`src/dma_chan_cfg.svh`:
```
// Register offsets, field positions, masks and reset values of the channel block.
`ifndef DMA_CHAN_CFG_SVH
`define DMA_CHAN_CFG_SVH

`define NUM_CHAN          8
`define CHAN_AREA         4'h0
`define SHARED_AREA       4'h1

`define REG_CONTROL       3'h0
`define REG_REQUEST       3'h1
`define REG_PRIMARY       3'h2
`define REG_SECONDARY     3'h3
`define REG_PERIPH_ADDR   3'h4
`define REG_COUNT         3'h5

`define REG_COLLISION     3'h0
`define REG_CHAN_STATUS   3'h1

`define CTL_ON_BIT        15
`define CTL_BYTE_BIT      14
`define CTL_DIR_BIT       13
`define CTL_HALF_BIT      12
`define CTL_NULL_BIT      11
`define CTL_ADDRESSING_SELECT_HI      5
`define CTL_ADDRESSING_SELECT_LO      4
`define CTL_MODE_HI       1
`define CTL_MODE_LO       0
`define CTL_MASK          16'hf833
`define CTL_RESET         16'h0000

`define REQ_FORCE_BIT     15
`define REQ_NUM_HI        6
`define REQ_NUM_LO        0
`define REQ_NUM_RESET     7'h00

`define START_RESET       16'h0000
`define PAD_RESET         16'h0000
`define COUNT_RESET       10'h000

`define LAST_CHAN_RESET   4'hf
`define STEP_BYTE         16'h0001
`define STEP_WORD         16'h0002

`endif

```
`src/dma_chan_pkg.sv`:
```
// Types shared by the channel block: addressing, block modes and channel states.
package dma_chan_pkg;

    typedef enum logic [1:0] {
        AM_POSTINC = 2'h0,
        AM_NOINC   = 2'h1,
        AM_PERIPH  = 2'h2,
        AM_RSVD    = 2'h3
    } addressing_e;

    typedef enum logic [1:0] {
        OM_CONT       = 2'h0,
        OM_ONESHOT    = 2'h1,
        OM_CONT_PP    = 2'h2,
        OM_ONESHOT_PP = 2'h3
    } op_mode_e;

    typedef enum logic [2:0] {
        ST_IDLE = 3'h1,
        ST_RUN  = 3'h2,
        ST_HALT = 3'h4
    } chan_state_e;

endpackage

```
`src/dma_chan_seq.sv`:
```
// Per-channel block sequencer: address walk, block count, ping-pong, stop.
`include "dma_chan_cfg.svh"
module dma_chan_seq (
    // Clock and reset
    input  wire logic                      pclk,
    input  wire logic                      presetn,
    // Configuration
    input  wire logic                      on,
    input  wire logic                      byte_mode,
    input  wire logic                      half,
    input  wire dma_chan_pkg::addressing_e addressing_select,
    input  wire dma_chan_pkg::op_mode_e    mode,
    input  wire logic [15:0]               start_a,
    input  wire logic [15:0]               start_b,
    input  wire logic [9:0]                count,
    // Requests
    input  wire logic                      trig,
    input  wire logic                      force_req,
    input  wire logic                      grant,
    // Status
    output logic                           req,
    output logic [15:0]                    ram_addr,
    output logic                           pingpong,
    output logic                           irq,
    output logic                           stop,
    output logic                           force_done
);
    import dma_chan_pkg::*;

    chan_state_e  state;
    logic         trig_pend;
    logic [9:0]   done;
    logic [10:0]  moved;
    logic [10:0]  half_pt;
    logic         last;
    logic         one_shot_end;
    logic         pp_mode;

    assign moved        = {1'b0, done} + 11'h001;
    assign half_pt      = ({1'b0, count} + 11'h001) >> 1;
    assign last         = (done == count);
    assign pp_mode      = (mode == OM_CONT_PP) || (mode == OM_ONESHOT_PP);
    assign one_shot_end = (mode == OM_ONESHOT) ||
                          (mode == OM_ONESHOT_PP && pingpong);

    assign req        = on && state == ST_RUN && (trig_pend || force_req);
    assign stop       = grant && last && one_shot_end;
    assign force_done = grant && force_req;
    // A one-transfer block has no half point, so it interrupts at its end.
    assign irq = grant && (half ? (moved == half_pt || (last && half_pt == 11'h000))
                                : last);

    always_ff @(posedge pclk or negedge presetn) begin
        if (!presetn) begin
            state <= ST_IDLE;
        end else if (!on) begin
            state <= ST_IDLE;
        end else begin
            case (state)
                ST_IDLE: state <= ST_RUN;
                ST_RUN:  if (stop) begin
                    state <= ST_HALT;
                end
                ST_HALT: state <= ST_HALT;
                default: state <= ST_IDLE;
            endcase
        end
    end

    // A forced transfer is served first, so a pending trigger is kept for later.
    always_ff @(posedge pclk or negedge presetn) begin
        if (!presetn) begin
            trig_pend <= 1'b0;
        end else if (state != ST_RUN) begin
            trig_pend <= 1'b0;
        end else begin
            trig_pend <= trig || (trig_pend && !(grant && !force_req));
        end
    end

    always_ff @(posedge pclk or negedge presetn) begin
        if (!presetn) begin
            ram_addr <= `START_RESET;
            pingpong <= 1'b0;
            done     <= 10'h000;
        end else if (state == ST_IDLE) begin
            ram_addr <= start_a;
            pingpong <= 1'b0;
            done     <= 10'h000;
        end else if (grant) begin
            if (last) begin
                done <= 10'h000;
                if (pp_mode) begin
                    pingpong <= ~pingpong;
                    ram_addr <= pingpong ? start_a : start_b;
                end else begin
                    ram_addr <= start_a;
                end
            end else begin
                done <= done + 10'h001;
                if (addressing_select == AM_POSTINC) begin
                    ram_addr <= ram_addr +
                                (byte_mode ? `STEP_BYTE : `STEP_WORD);
                end
            end
        end
    end

endmodule

```
`src/dma_channel_config.sv`:
```
// Eight-channel setup registers, APB slave, arbitration and transfer issue.
`include "dma_chan_cfg.svh"
// Operation
// - Each channel has a ten-bit count; other channel registers are sixteen bits.
// - Two status registers are shared by all channels.
// - Control bit 15 turns the channel on; it resets to zero.
// - Control bit 14 set moves bytes, clear moves words.
// - Control bit 13 set reads RAM, writes peripheral; clear is the reverse.
// - Control bit 12 set raises the block interrupt at half block.
// - Control bit 11 adds null peripheral writes; direction must stay clear.
// - Bits 5-4 pick post-increment, no increment, peripheral indirect, reserved.
// - Bits 1-0 pick continuous, one-shot, continuous ping-pong, one-shot ping-pong.
// - One-shot ping-pong runs one primary and one secondary block, then stops.
// - Request bit 15 forces one transfer; otherwise the selected request starts.
// - Software cannot clear the force bit; hardware clears it when done.
// - A seven-bit number selects one of 128 request lines as trigger.
// - Primary start register holds a sixteen-bit RAM start offset.
// - Secondary start register holds the alternate ping-pong buffer base.
// - A block is one transfer more than the programmed count.
// - Continuous modes reload the buffer start after each block.
// - Each channel raises its own interrupt at block end or half.
// - Ping-pong status reads one while the secondary buffer is active.
module dma_channel_config (
    // Clock and reset
    input  wire logic          pclk,
    input  wire logic          presetn,
    // APB slave
    input  wire logic          psel,
    input  wire logic          penable,
    input  wire logic          pwrite,
    input  wire logic [11:0]   paddr,
    input  wire logic [31:0]   pwdata,
    output logic      [31:0]   prdata,
    output logic               pready,
    output logic               pslverr,
    // Peripheral request lines and collision events
    input  wire logic [127:0]  irq_lines,
    input  wire logic [7:0]    periph_collision,
    input  wire logic [7:0]    ram_collision,
    // Transfer issue
    output logic               xfer_valid,
    output logic      [2:0]    xfer_chan,
    output logic      [15:0]   xfer_ram_addr,
    output logic      [15:0]   xfer_periph_addr,
    output logic               xfer_dir,
    output logic               xfer_byte,
    output logic               xfer_null,
    output logic               xfer_periph_indirect,
    // Per-channel block interrupt requests
    output logic      [7:0]    chan_irq
);
    import dma_chan_pkg::*;

    logic [15:0]       ctl [`NUM_CHAN];
    logic [7:0][6:0]   req_num;
    logic [7:0]        force_bit;
    logic [15:0]       primary_start [`NUM_CHAN];
    logic [15:0]       stb [`NUM_CHAN];
    logic [15:0]       pad [`NUM_CHAN];
    logic [9:0]        cnt [`NUM_CHAN];
    logic [15:0]       coll;
    logic [3:0]        last_chan;

    logic [7:0]        trig;
    logic [7:0]        req;
    logic [7:0]        gnt;
    logic [2:0]        gidx;
    logic [15:0]       ram_addr_v [`NUM_CHAN];
    logic [7:0]        pp;
    logic [7:0]        irq_v;
    logic [7:0]        stop_v;
    logic [7:0]        force_done_v;

    logic              access;
    logic              wr;
    logic [2:0]        chan;
    logic [2:0]        rsel;
    logic [31:0]       rdata;

    function automatic logic addr_ok(input logic [11:0] a);
        logic chan_hit;
        logic shared_hit;
        chan_hit   = a[11:8] == `CHAN_AREA && a[4:2] <= `REG_COUNT;
        shared_hit = a[11:8] == `SHARED_AREA && a[7:5] == 3'h0 &&
                     a[4:2] <= `REG_CHAN_STATUS;
        return a[1:0] == 2'h0 && (chan_hit || shared_hit);
    endfunction

    function automatic logic chan_reg(input logic [11:0] a,
                                      input logic [2:0]  r);
        return addr_ok(a) && a[11:8] == `CHAN_AREA && a[4:2] == r;
    endfunction

    assign access = psel && penable;
    assign wr     = access && pready && pwrite && addr_ok(paddr);
    assign chan   = paddr[7:5];
    assign rsel   = paddr[4:2];

    // One wait state: the answer comes on the second access-phase cycle.
    always_ff @(posedge pclk or negedge presetn) begin
        if (!presetn) begin
            pready  <= 1'b0;
            prdata  <= 32'h0000_0000;
            pslverr <= 1'b0;
        end else begin
            pready <= access && !pready;
            if (access && !pready) begin
                prdata  <= pwrite ? 32'h0000_0000 : rdata;
                pslverr <= !addr_ok(paddr);
            end else begin
                pslverr <= 1'b0;
            end
        end
    end

    always_comb begin
        rdata = 32'h0000_0000;
        if (addr_ok(paddr) && paddr[11:8] == `CHAN_AREA) begin
            case (rsel)
                `REG_CONTROL:     rdata = {16'h0000, ctl[chan]};
                `REG_REQUEST:     rdata = {16'h0000, force_bit[chan],
                                           8'h00, req_num[chan]};
                `REG_PRIMARY:     rdata = {16'h0000, primary_start[chan]};
                `REG_SECONDARY:   rdata = {16'h0000, stb[chan]};
                `REG_PERIPH_ADDR: rdata = {16'h0000, pad[chan]};
                `REG_COUNT:       rdata = {22'h00_0000, cnt[chan]};
                default:          rdata = 32'h0000_0000;
            endcase
        end else if (addr_ok(paddr)) begin
            case (rsel)
                `REG_COLLISION:   rdata = {16'h0000, coll};
                `REG_CHAN_STATUS: rdata = {20'h0_0000, last_chan, pp};
                default:          rdata = 32'h0000_0000;
            endcase
        end
    end

    genvar g;
    generate
        for (g = 0; g < `NUM_CHAN; g++) begin : g_chan
            logic hit;
            assign hit = wr && chan == 3'(g);

            // A software write in the same cycle as a one-shot stop wins.
            always_ff @(posedge pclk or negedge presetn) begin
                if (!presetn) begin
                    ctl[g] <= `CTL_RESET;
                end else if (hit && chan_reg(paddr, `REG_CONTROL)) begin
                    ctl[g] <= pwdata[15:0] & `CTL_MASK;
                end else if (stop_v[g]) begin
                    ctl[g][`CTL_ON_BIT] <= 1'b0;
                end
            end

            always_ff @(posedge pclk or negedge presetn) begin
                if (!presetn) begin
                    req_num[g]   <= `REQ_NUM_RESET;
                    force_bit[g] <= 1'b0;
                end else begin
                    if (hit && chan_reg(paddr, `REG_REQUEST)) begin
                        req_num[g] <= pwdata[`REQ_NUM_HI:`REQ_NUM_LO];
                    end
                    force_bit[g] <= (hit && chan_reg(paddr, `REG_REQUEST) &&
                                     pwdata[`REQ_FORCE_BIT]) ||
                                    (force_bit[g] && !force_done_v[g]);
                end
            end

            always_ff @(posedge pclk or negedge presetn) begin
                if (!presetn) begin
                    primary_start[g] <= `START_RESET;
                    stb[g] <= `START_RESET;
                    pad[g] <= `PAD_RESET;
                    cnt[g] <= `COUNT_RESET;
                end else if (hit) begin
                    if (chan_reg(paddr, `REG_PRIMARY)) begin
                        primary_start[g] <= pwdata[15:0];
                    end
                    if (chan_reg(paddr, `REG_SECONDARY)) begin
                        stb[g] <= pwdata[15:0];
                    end
                    if (chan_reg(paddr, `REG_PERIPH_ADDR)) begin
                        pad[g] <= pwdata[15:0];
                    end
                    if (chan_reg(paddr, `REG_COUNT)) begin
                        cnt[g] <= pwdata[9:0];
                    end
                end
            end

            dma_chan_seq u_seq (
                .pclk       (pclk),
                .presetn    (presetn),
                .on         (ctl[g][`CTL_ON_BIT]),
                .byte_mode  (ctl[g][`CTL_BYTE_BIT]),
                .half       (ctl[g][`CTL_HALF_BIT]),
                .addressing_select      (addressing_e'(ctl[g][`CTL_ADDRESSING_SELECT_HI:`CTL_ADDRESSING_SELECT_LO])),
                .mode       (op_mode_e'(ctl[g][`CTL_MODE_HI:`CTL_MODE_LO])),
                .start_a    (primary_start[g]),
                .start_b    (stb[g]),
                .count      (cnt[g]),
                .trig       (trig[g]),
                .force_req  (force_bit[g]),
                .grant      (gnt[g]),
                .req        (req[g]),
                .ram_addr   (ram_addr_v[g]),
                .pingpong   (pp[g]),
                .irq        (irq_v[g]),
                .stop       (stop_v[g]),
                .force_done (force_done_v[g])
            );
        end
    endgenerate

    dma_req_select #(
        .CH    (`NUM_CHAN),
        .LINES (128)
    ) u_req_select (
        .pclk      (pclk),
        .presetn   (presetn),
        .irq_lines (irq_lines),
        .sel       (req_num),
        .trig      (trig)
    );

    // Fixed priority: the lowest-numbered requesting channel moves first.
    always_comb begin
        gnt  = 8'h00;
        gidx = 3'h0;
        for (int i = `NUM_CHAN - 1; i >= 0; i--) begin
            if (req[i]) begin
                gnt  = 8'h01 << i;
                gidx = 3'(i);
            end
        end
    end

    always_ff @(posedge pclk or negedge presetn) begin
        if (!presetn) begin
            xfer_valid           <= 1'b0;
            xfer_chan            <= 3'h0;
            xfer_ram_addr        <= 16'h0000;
            xfer_periph_addr     <= 16'h0000;
            xfer_dir             <= 1'b0;
            xfer_byte            <= 1'b0;
            xfer_null            <= 1'b0;
            xfer_periph_indirect <= 1'b0;
            chan_irq             <= 8'h00;
        end else begin
            xfer_valid <= |gnt;
            chan_irq   <= irq_v;
            if (|gnt) begin
                xfer_chan        <= gidx;
                xfer_ram_addr    <= ram_addr_v[gidx];
                xfer_periph_addr <= pad[gidx];
                xfer_dir         <= ctl[gidx][`CTL_DIR_BIT];
                xfer_byte        <= ctl[gidx][`CTL_BYTE_BIT];
                // Null writes are suppressed when the direction is misprogrammed.
                xfer_null        <= ctl[gidx][`CTL_NULL_BIT] &&
                                    !ctl[gidx][`CTL_DIR_BIT];
                xfer_periph_indirect <=
                    ctl[gidx][`CTL_ADDRESSING_SELECT_HI:`CTL_ADDRESSING_SELECT_LO] == AM_PERIPH;
            end
        end
    end

    // Collision flags: an event in the clearing cycle keeps its flag set.
    always_ff @(posedge pclk or negedge presetn) begin
        if (!presetn) begin
            coll <= 16'h0000;
        end else if (wr && paddr[11:8] == `SHARED_AREA &&
                     rsel == `REG_COLLISION) begin
            coll <= {periph_collision, ram_collision} | (coll & pwdata[15:0]);
        end else begin
            coll <= {periph_collision, ram_collision} | coll;
        end
    end

    always_ff @(posedge pclk or negedge presetn) begin
        if (!presetn) begin
            last_chan <= `LAST_CHAN_RESET;
        end else if (|gnt) begin
            last_chan <= {1'b0, gidx};
        end
    end
endmodule

```
`src/dma_req_select.sv`:
```
// Edge detection and selection of each channel's trigger among the request lines.
module dma_req_select #(
    parameter int CH    = 8,
    parameter int LINES = 128
) (
    // Clock and reset
    input  wire logic                  pclk,
    input  wire logic                  presetn,
    // Request lines and per-channel selection
    input  wire logic [LINES-1:0]      irq_lines,
    input  wire logic [CH-1:0][6:0]    sel,
    // Per-channel trigger pulses
    output logic      [CH-1:0]         trig
);
    logic [LINES-1:0] prev;

    // A held request line triggers only once, on its rising edge.
    always_ff @(posedge pclk or negedge presetn) begin
        if (!presetn) begin
            prev <= '0;
        end else begin
            prev <= irq_lines;
        end
    end

    genvar g;
    generate
        for (g = 0; g < CH; g++) begin : g_sel
            assign trig[g] = irq_lines[sel[g]] & ~prev[sel[g]];
        end
    endgenerate

endmodule
```
`config.mk`:
```
export PLATFORM = sky130hd
export DESIGN_NAME = dma_channel_config
export DESIGN_NICKNAME = d
export VERILOG_FILES = /design/src/dma_chan_pkg.sv /design/src/dma_chan_seq.sv /design/src/dma_channel_config.sv /design/src/dma_req_select.sv
export VERILOG_INCLUDE_DIRS = /design/src
export SDC_FILE = /design/constraint.sdc
export NUM_CORES = 2
export LEC_CHECK = 0
export ABC_CLOCK_PERIOD_IN_PS = 4200
export BUFFER_PORTS_ARGS = -buffer_cell sky130_fd_sc_hd__buf_2
export CORE_ASPECT_RATIO = 1.4
export CORE_MARGIN = 4
export CORE_UTILIZATION = 43
export DETAILED_ROUTE_END_ITERATION = 8
export PLACE_DENSITY = 0.63
export SYNTH_ARGS = -nofsm -noshare
export SYNTH_HDL_FRONTEND = slang
export SYNTH_SLANG_ARGS = --single-unit
```
`constraint.sdc`:
```
create_clock -name pclk -period 4.2 [get_ports pclk]
set_clock_uncertainty 0.05 [all_clocks]
set_input_delay 0.21 -clock pclk [delete_from_list [all_inputs] [get_ports pclk]]
set_output_delay 0.21 -clock pclk [all_outputs]
set_load 0.03 [all_outputs]
```
==> flow_metrics.tcl <==
set metrics [dict create \
    crit_family "simple AND/OR/NAND/NOR gates" \
    synth_cells 6134 \
    r2r_cells 10 \
    drive_gt1_share_pct 26.36 \
    grt_pass1_wl_um 385400 \
    yosysWarnings 0 \
    cts_root_buf "clkbuf_16" \
    layout_common_cells "dfrtp_1 (1,042), mux2_2 (545), nand2_1 (438)" \
    fin_tns_setup_ns 0 \
    fp.dieH_um 473.2 \
    p_per_area_nw_per_um2 316.6 \
    place.gp.congestion 1.068 \
    placedCellCount 8183 \
    cts_resized 0 \
    instances_no_fill 8552 \
    ir_drop_mv 0.3594 \
    yosys.area.top_type "dfrtp_1" \
    core-area_um2 153600 \
    start_util_pct 43.29 \
    outcome "finished, final reports clean" \
    synth_edf_count 0 \
    wl_per_cell_um 31.10 \
    crit_type "register to register" \
    min_period_ns 3.865 \
    tritoncts "built" \
    vias_per_cell 6.504 \
    cts_buffers 108 \
    ios 275 \
    hold_path.startpoint "irq_lines[48]" \
    antenna_found_initial 16 \
    vias 55623 \
    dp_slack_ns 0.3563 \
    crit_required_ns 4.87 \
    stdcell_area_um2 75900 \
    portBuffers 242 \
    finalHoldWorstSlack_ns 0.04316 \
    holdPathStages 2 \
    crit-reg2reg-launch "g_chan[6].u_seq.state[1]$_DFFE_PN0P_" \
    fmax_ghz 0.2588 \
    antenna_left 0 \
    relSlewSlack_pct 14.24 \
    tightest_slew_ns 1.275 \
    hold_class "primary input to register" \
    final_util_pct 49.42 \
    die-width_um 340.3 \
    slew_violations 0 \
    drc_errors 0 \
    max_stage_delay_ns 0.73 \
    route.final.wire_length_um 266000 \
    clk_latency_ns 0.77 \
    yosysTopAreaCellShare_pct 39.52 \
    crit_chain "or3b_2 -> o2bb2ai_1 -> buf_4 -> a21oi_1 -> nor2_4 -> buf_4 -> nand2_1 -> a31oi_1 -> buf_4 -> o22a_1" \
    ys_async_sr_fraction_pct 100.0 \
    clkTransAtPathRegs_ns 0.07 \
    die_area_um2 161100 \
    ys.flop_type "dfrtp_1" \
    synthesis.area_um2 66480 \
    setup_ws_ns 0.3355 \
    dp_hpwl_um 189000 \
    max_cap_violations 0 \
    layout_commonest_cell "dfrtp_1" \
    p_leak_nw 32.71 \
    synth_area_leaders "dfrtp_1 (40%), mux4_2 (12%), mux2_2 (9.2%)" \
    area_growth_pct 14.16 \
    power_mw 24.03 \
    crit_top_cell "buf_4" \
    grtUsageTotal_pct 32.30 \
    htree_num_levels 3 \
    setup_viol 0 \
    synth_seq_area_share_pct 40.00 \
    cts_buffer_depth 3 \
    grt_pass1_vias 55363 \
    drtIter0Drc 5950 \
    period_share_pct 92.01 \
    fp-row-count 170 \
    synth-seq-cells 1062 \
    grt_overflow_total 0 \
    hold_violations 0 \
    r2r_slack_ns 0.34 \
    nets 6617 \
    endpoint_kind "register" \
    synth_area_per_cell_um2 10.84 \
    netlist-cell-type-count 89 \
    fill_cells 13970 \
    grt_start_max_net_pins 150 \
    drt_pre_antenna_iters 9 \
    post_dp_cell_area_um2 70400 \
    cp_slowest_cell "nor2_4" \
    rr_endpoint "xfer_ram_addr[12]$_DFFE_PN0P_" \
    holdPathEnd "u_req_select.prev[48]$_DFF_PN0_" \
    crit_path_max_fanout 26 \
    crit_arrival_ns 4.53 \
    clock_sinks 1062 \
    cp_num_buf_inv 3 \
    cp-start-kind "register" \
    rsz0062_at_grt "no" \
]
## kinds of logic after synthesis
| family | Yosys count | share of synthesized area [%] |
|---|---|---|
| DFF | 1062 | 40.00 |
| adders and majority gates | 40 | 0.8431 |
| AOI/OAI and AO/OA | 1251 | 12.14 |
| muxes | 1162 | 25.73 |
| other | 1 | 0.005641 |
| and+or+nand+nor | 1655 | 12.71 |
| xor gates and xnor gates | 387 | 5.098 |
| buffers and inverters | 576 | 3.476 |
## flip-flops by register name, indices dropped and copies added, names as in the netlist, 24 cells and up
signal                 cells
pad                      128
u_req_select.prev        128
primary_start            128
g_chan.u_seq.done         80
req_num                   56
cnt                       80
stb                      128
g_chan.u_seq.ram_addr    128
g_chan.u_seq.state        24
ctl                       72
## per-layer routing
metal / share of wire, % / vias to the layer above / GRT usage [%]
li1: - / 23359 / -
met1: 35 / 28148 / 37.79
met2: 46 / 3155 / 51.72
met3: 9.1 / 949 / 7.496
met4: 9.5 / 12 / 24.41
met5: 0.036 / - / 0
## worst max path at each step
stage / slack [ns] / to / cells after the start / startpoint
2_1_floorplan: 1.21 / g_chan[7].u_seq.ram_addr[4]$_DFFE_PN0P_ / 9 / g_chan[0].u_seq.state[0]$_DFFE_PN1P_
3_3_place_gp: 0.40 / cnt[73]$_DFFE_PN0P_ / 7 / paddr[11]
3_5_place_dp: 0.36 / cnt[74]$_DFFE_PN0P_ / 7 / paddr[11]
4_1_cts: 0.47 / xfer_ram_addr[12]$_DFFE_PN0P_ / 10 / g_chan[6].u_seq.state[1]$_DFFE_PN0P_
5_1_grt: 0.36 / xfer_ram_addr[12]$_DFFE_PN0P_ / 10 / g_chan[6].u_seq.state[1]$_DFFE_PN0P_
6_report: 0.34 / xfer_ram_addr[12]$_DFFE_PN0P_ / 10 / g_chan[6].u_seq.state[1]$_DFFE_PN0P_
## cell usage after synthesis (all sizes together), types with 76 or more instances
cell type and count:
mux2i 205, nand3 131, nor2 334, mux2 593
dfrtp 1050, o22ai 97, nor2b 110, nand4 76
nand2b 153, clkbuf 372, mux4 364, buf 122
inv 81, xor2 184, and3 90, a211oi 91
o21ai 399, nor3 110, xnor2 203, nand2 451
a21oi 194
## final cells by class
| cell class | instances | area, um^2 | area share, % |
|---|---|---|---|
| Timing Repair Buffer | 619 | 4721 | 6.220 |
| Inverter | 82 | 307.8 | 0.4056 |
| Tap cell | 2064 | 2582 | 3.403 |
| Sequential cell | 1062 | 26600 | 35.05 |
| Multi-Input combinational cell | 4511 | 37750 | 49.73 |
| Clock inverter | 57 | 839.6 | 1.106 |
| Antenna cell | 9 | 22.52 | 0.02967 |
| Clock buffer | 148 | 3075 | 4.052 |
## power by group
group	leakage [nW]	internal [mW]	switching (mW)	total [mW]
combinational	16.5	0.901	1.87	2.77
clock	1.89	6.21	4.52	10.7
sequential	14.3	10.4	0.136	10.5
## repair_timing
item | in CTS | in global routing
hold endpoints to repair | 526 | 0
hold buffers | 155 | 0
setup buffers | 0 | 0
endpoints found under the setup margin | 0 | 0
No activity file was read; power rests on OpenSTA's default activity.
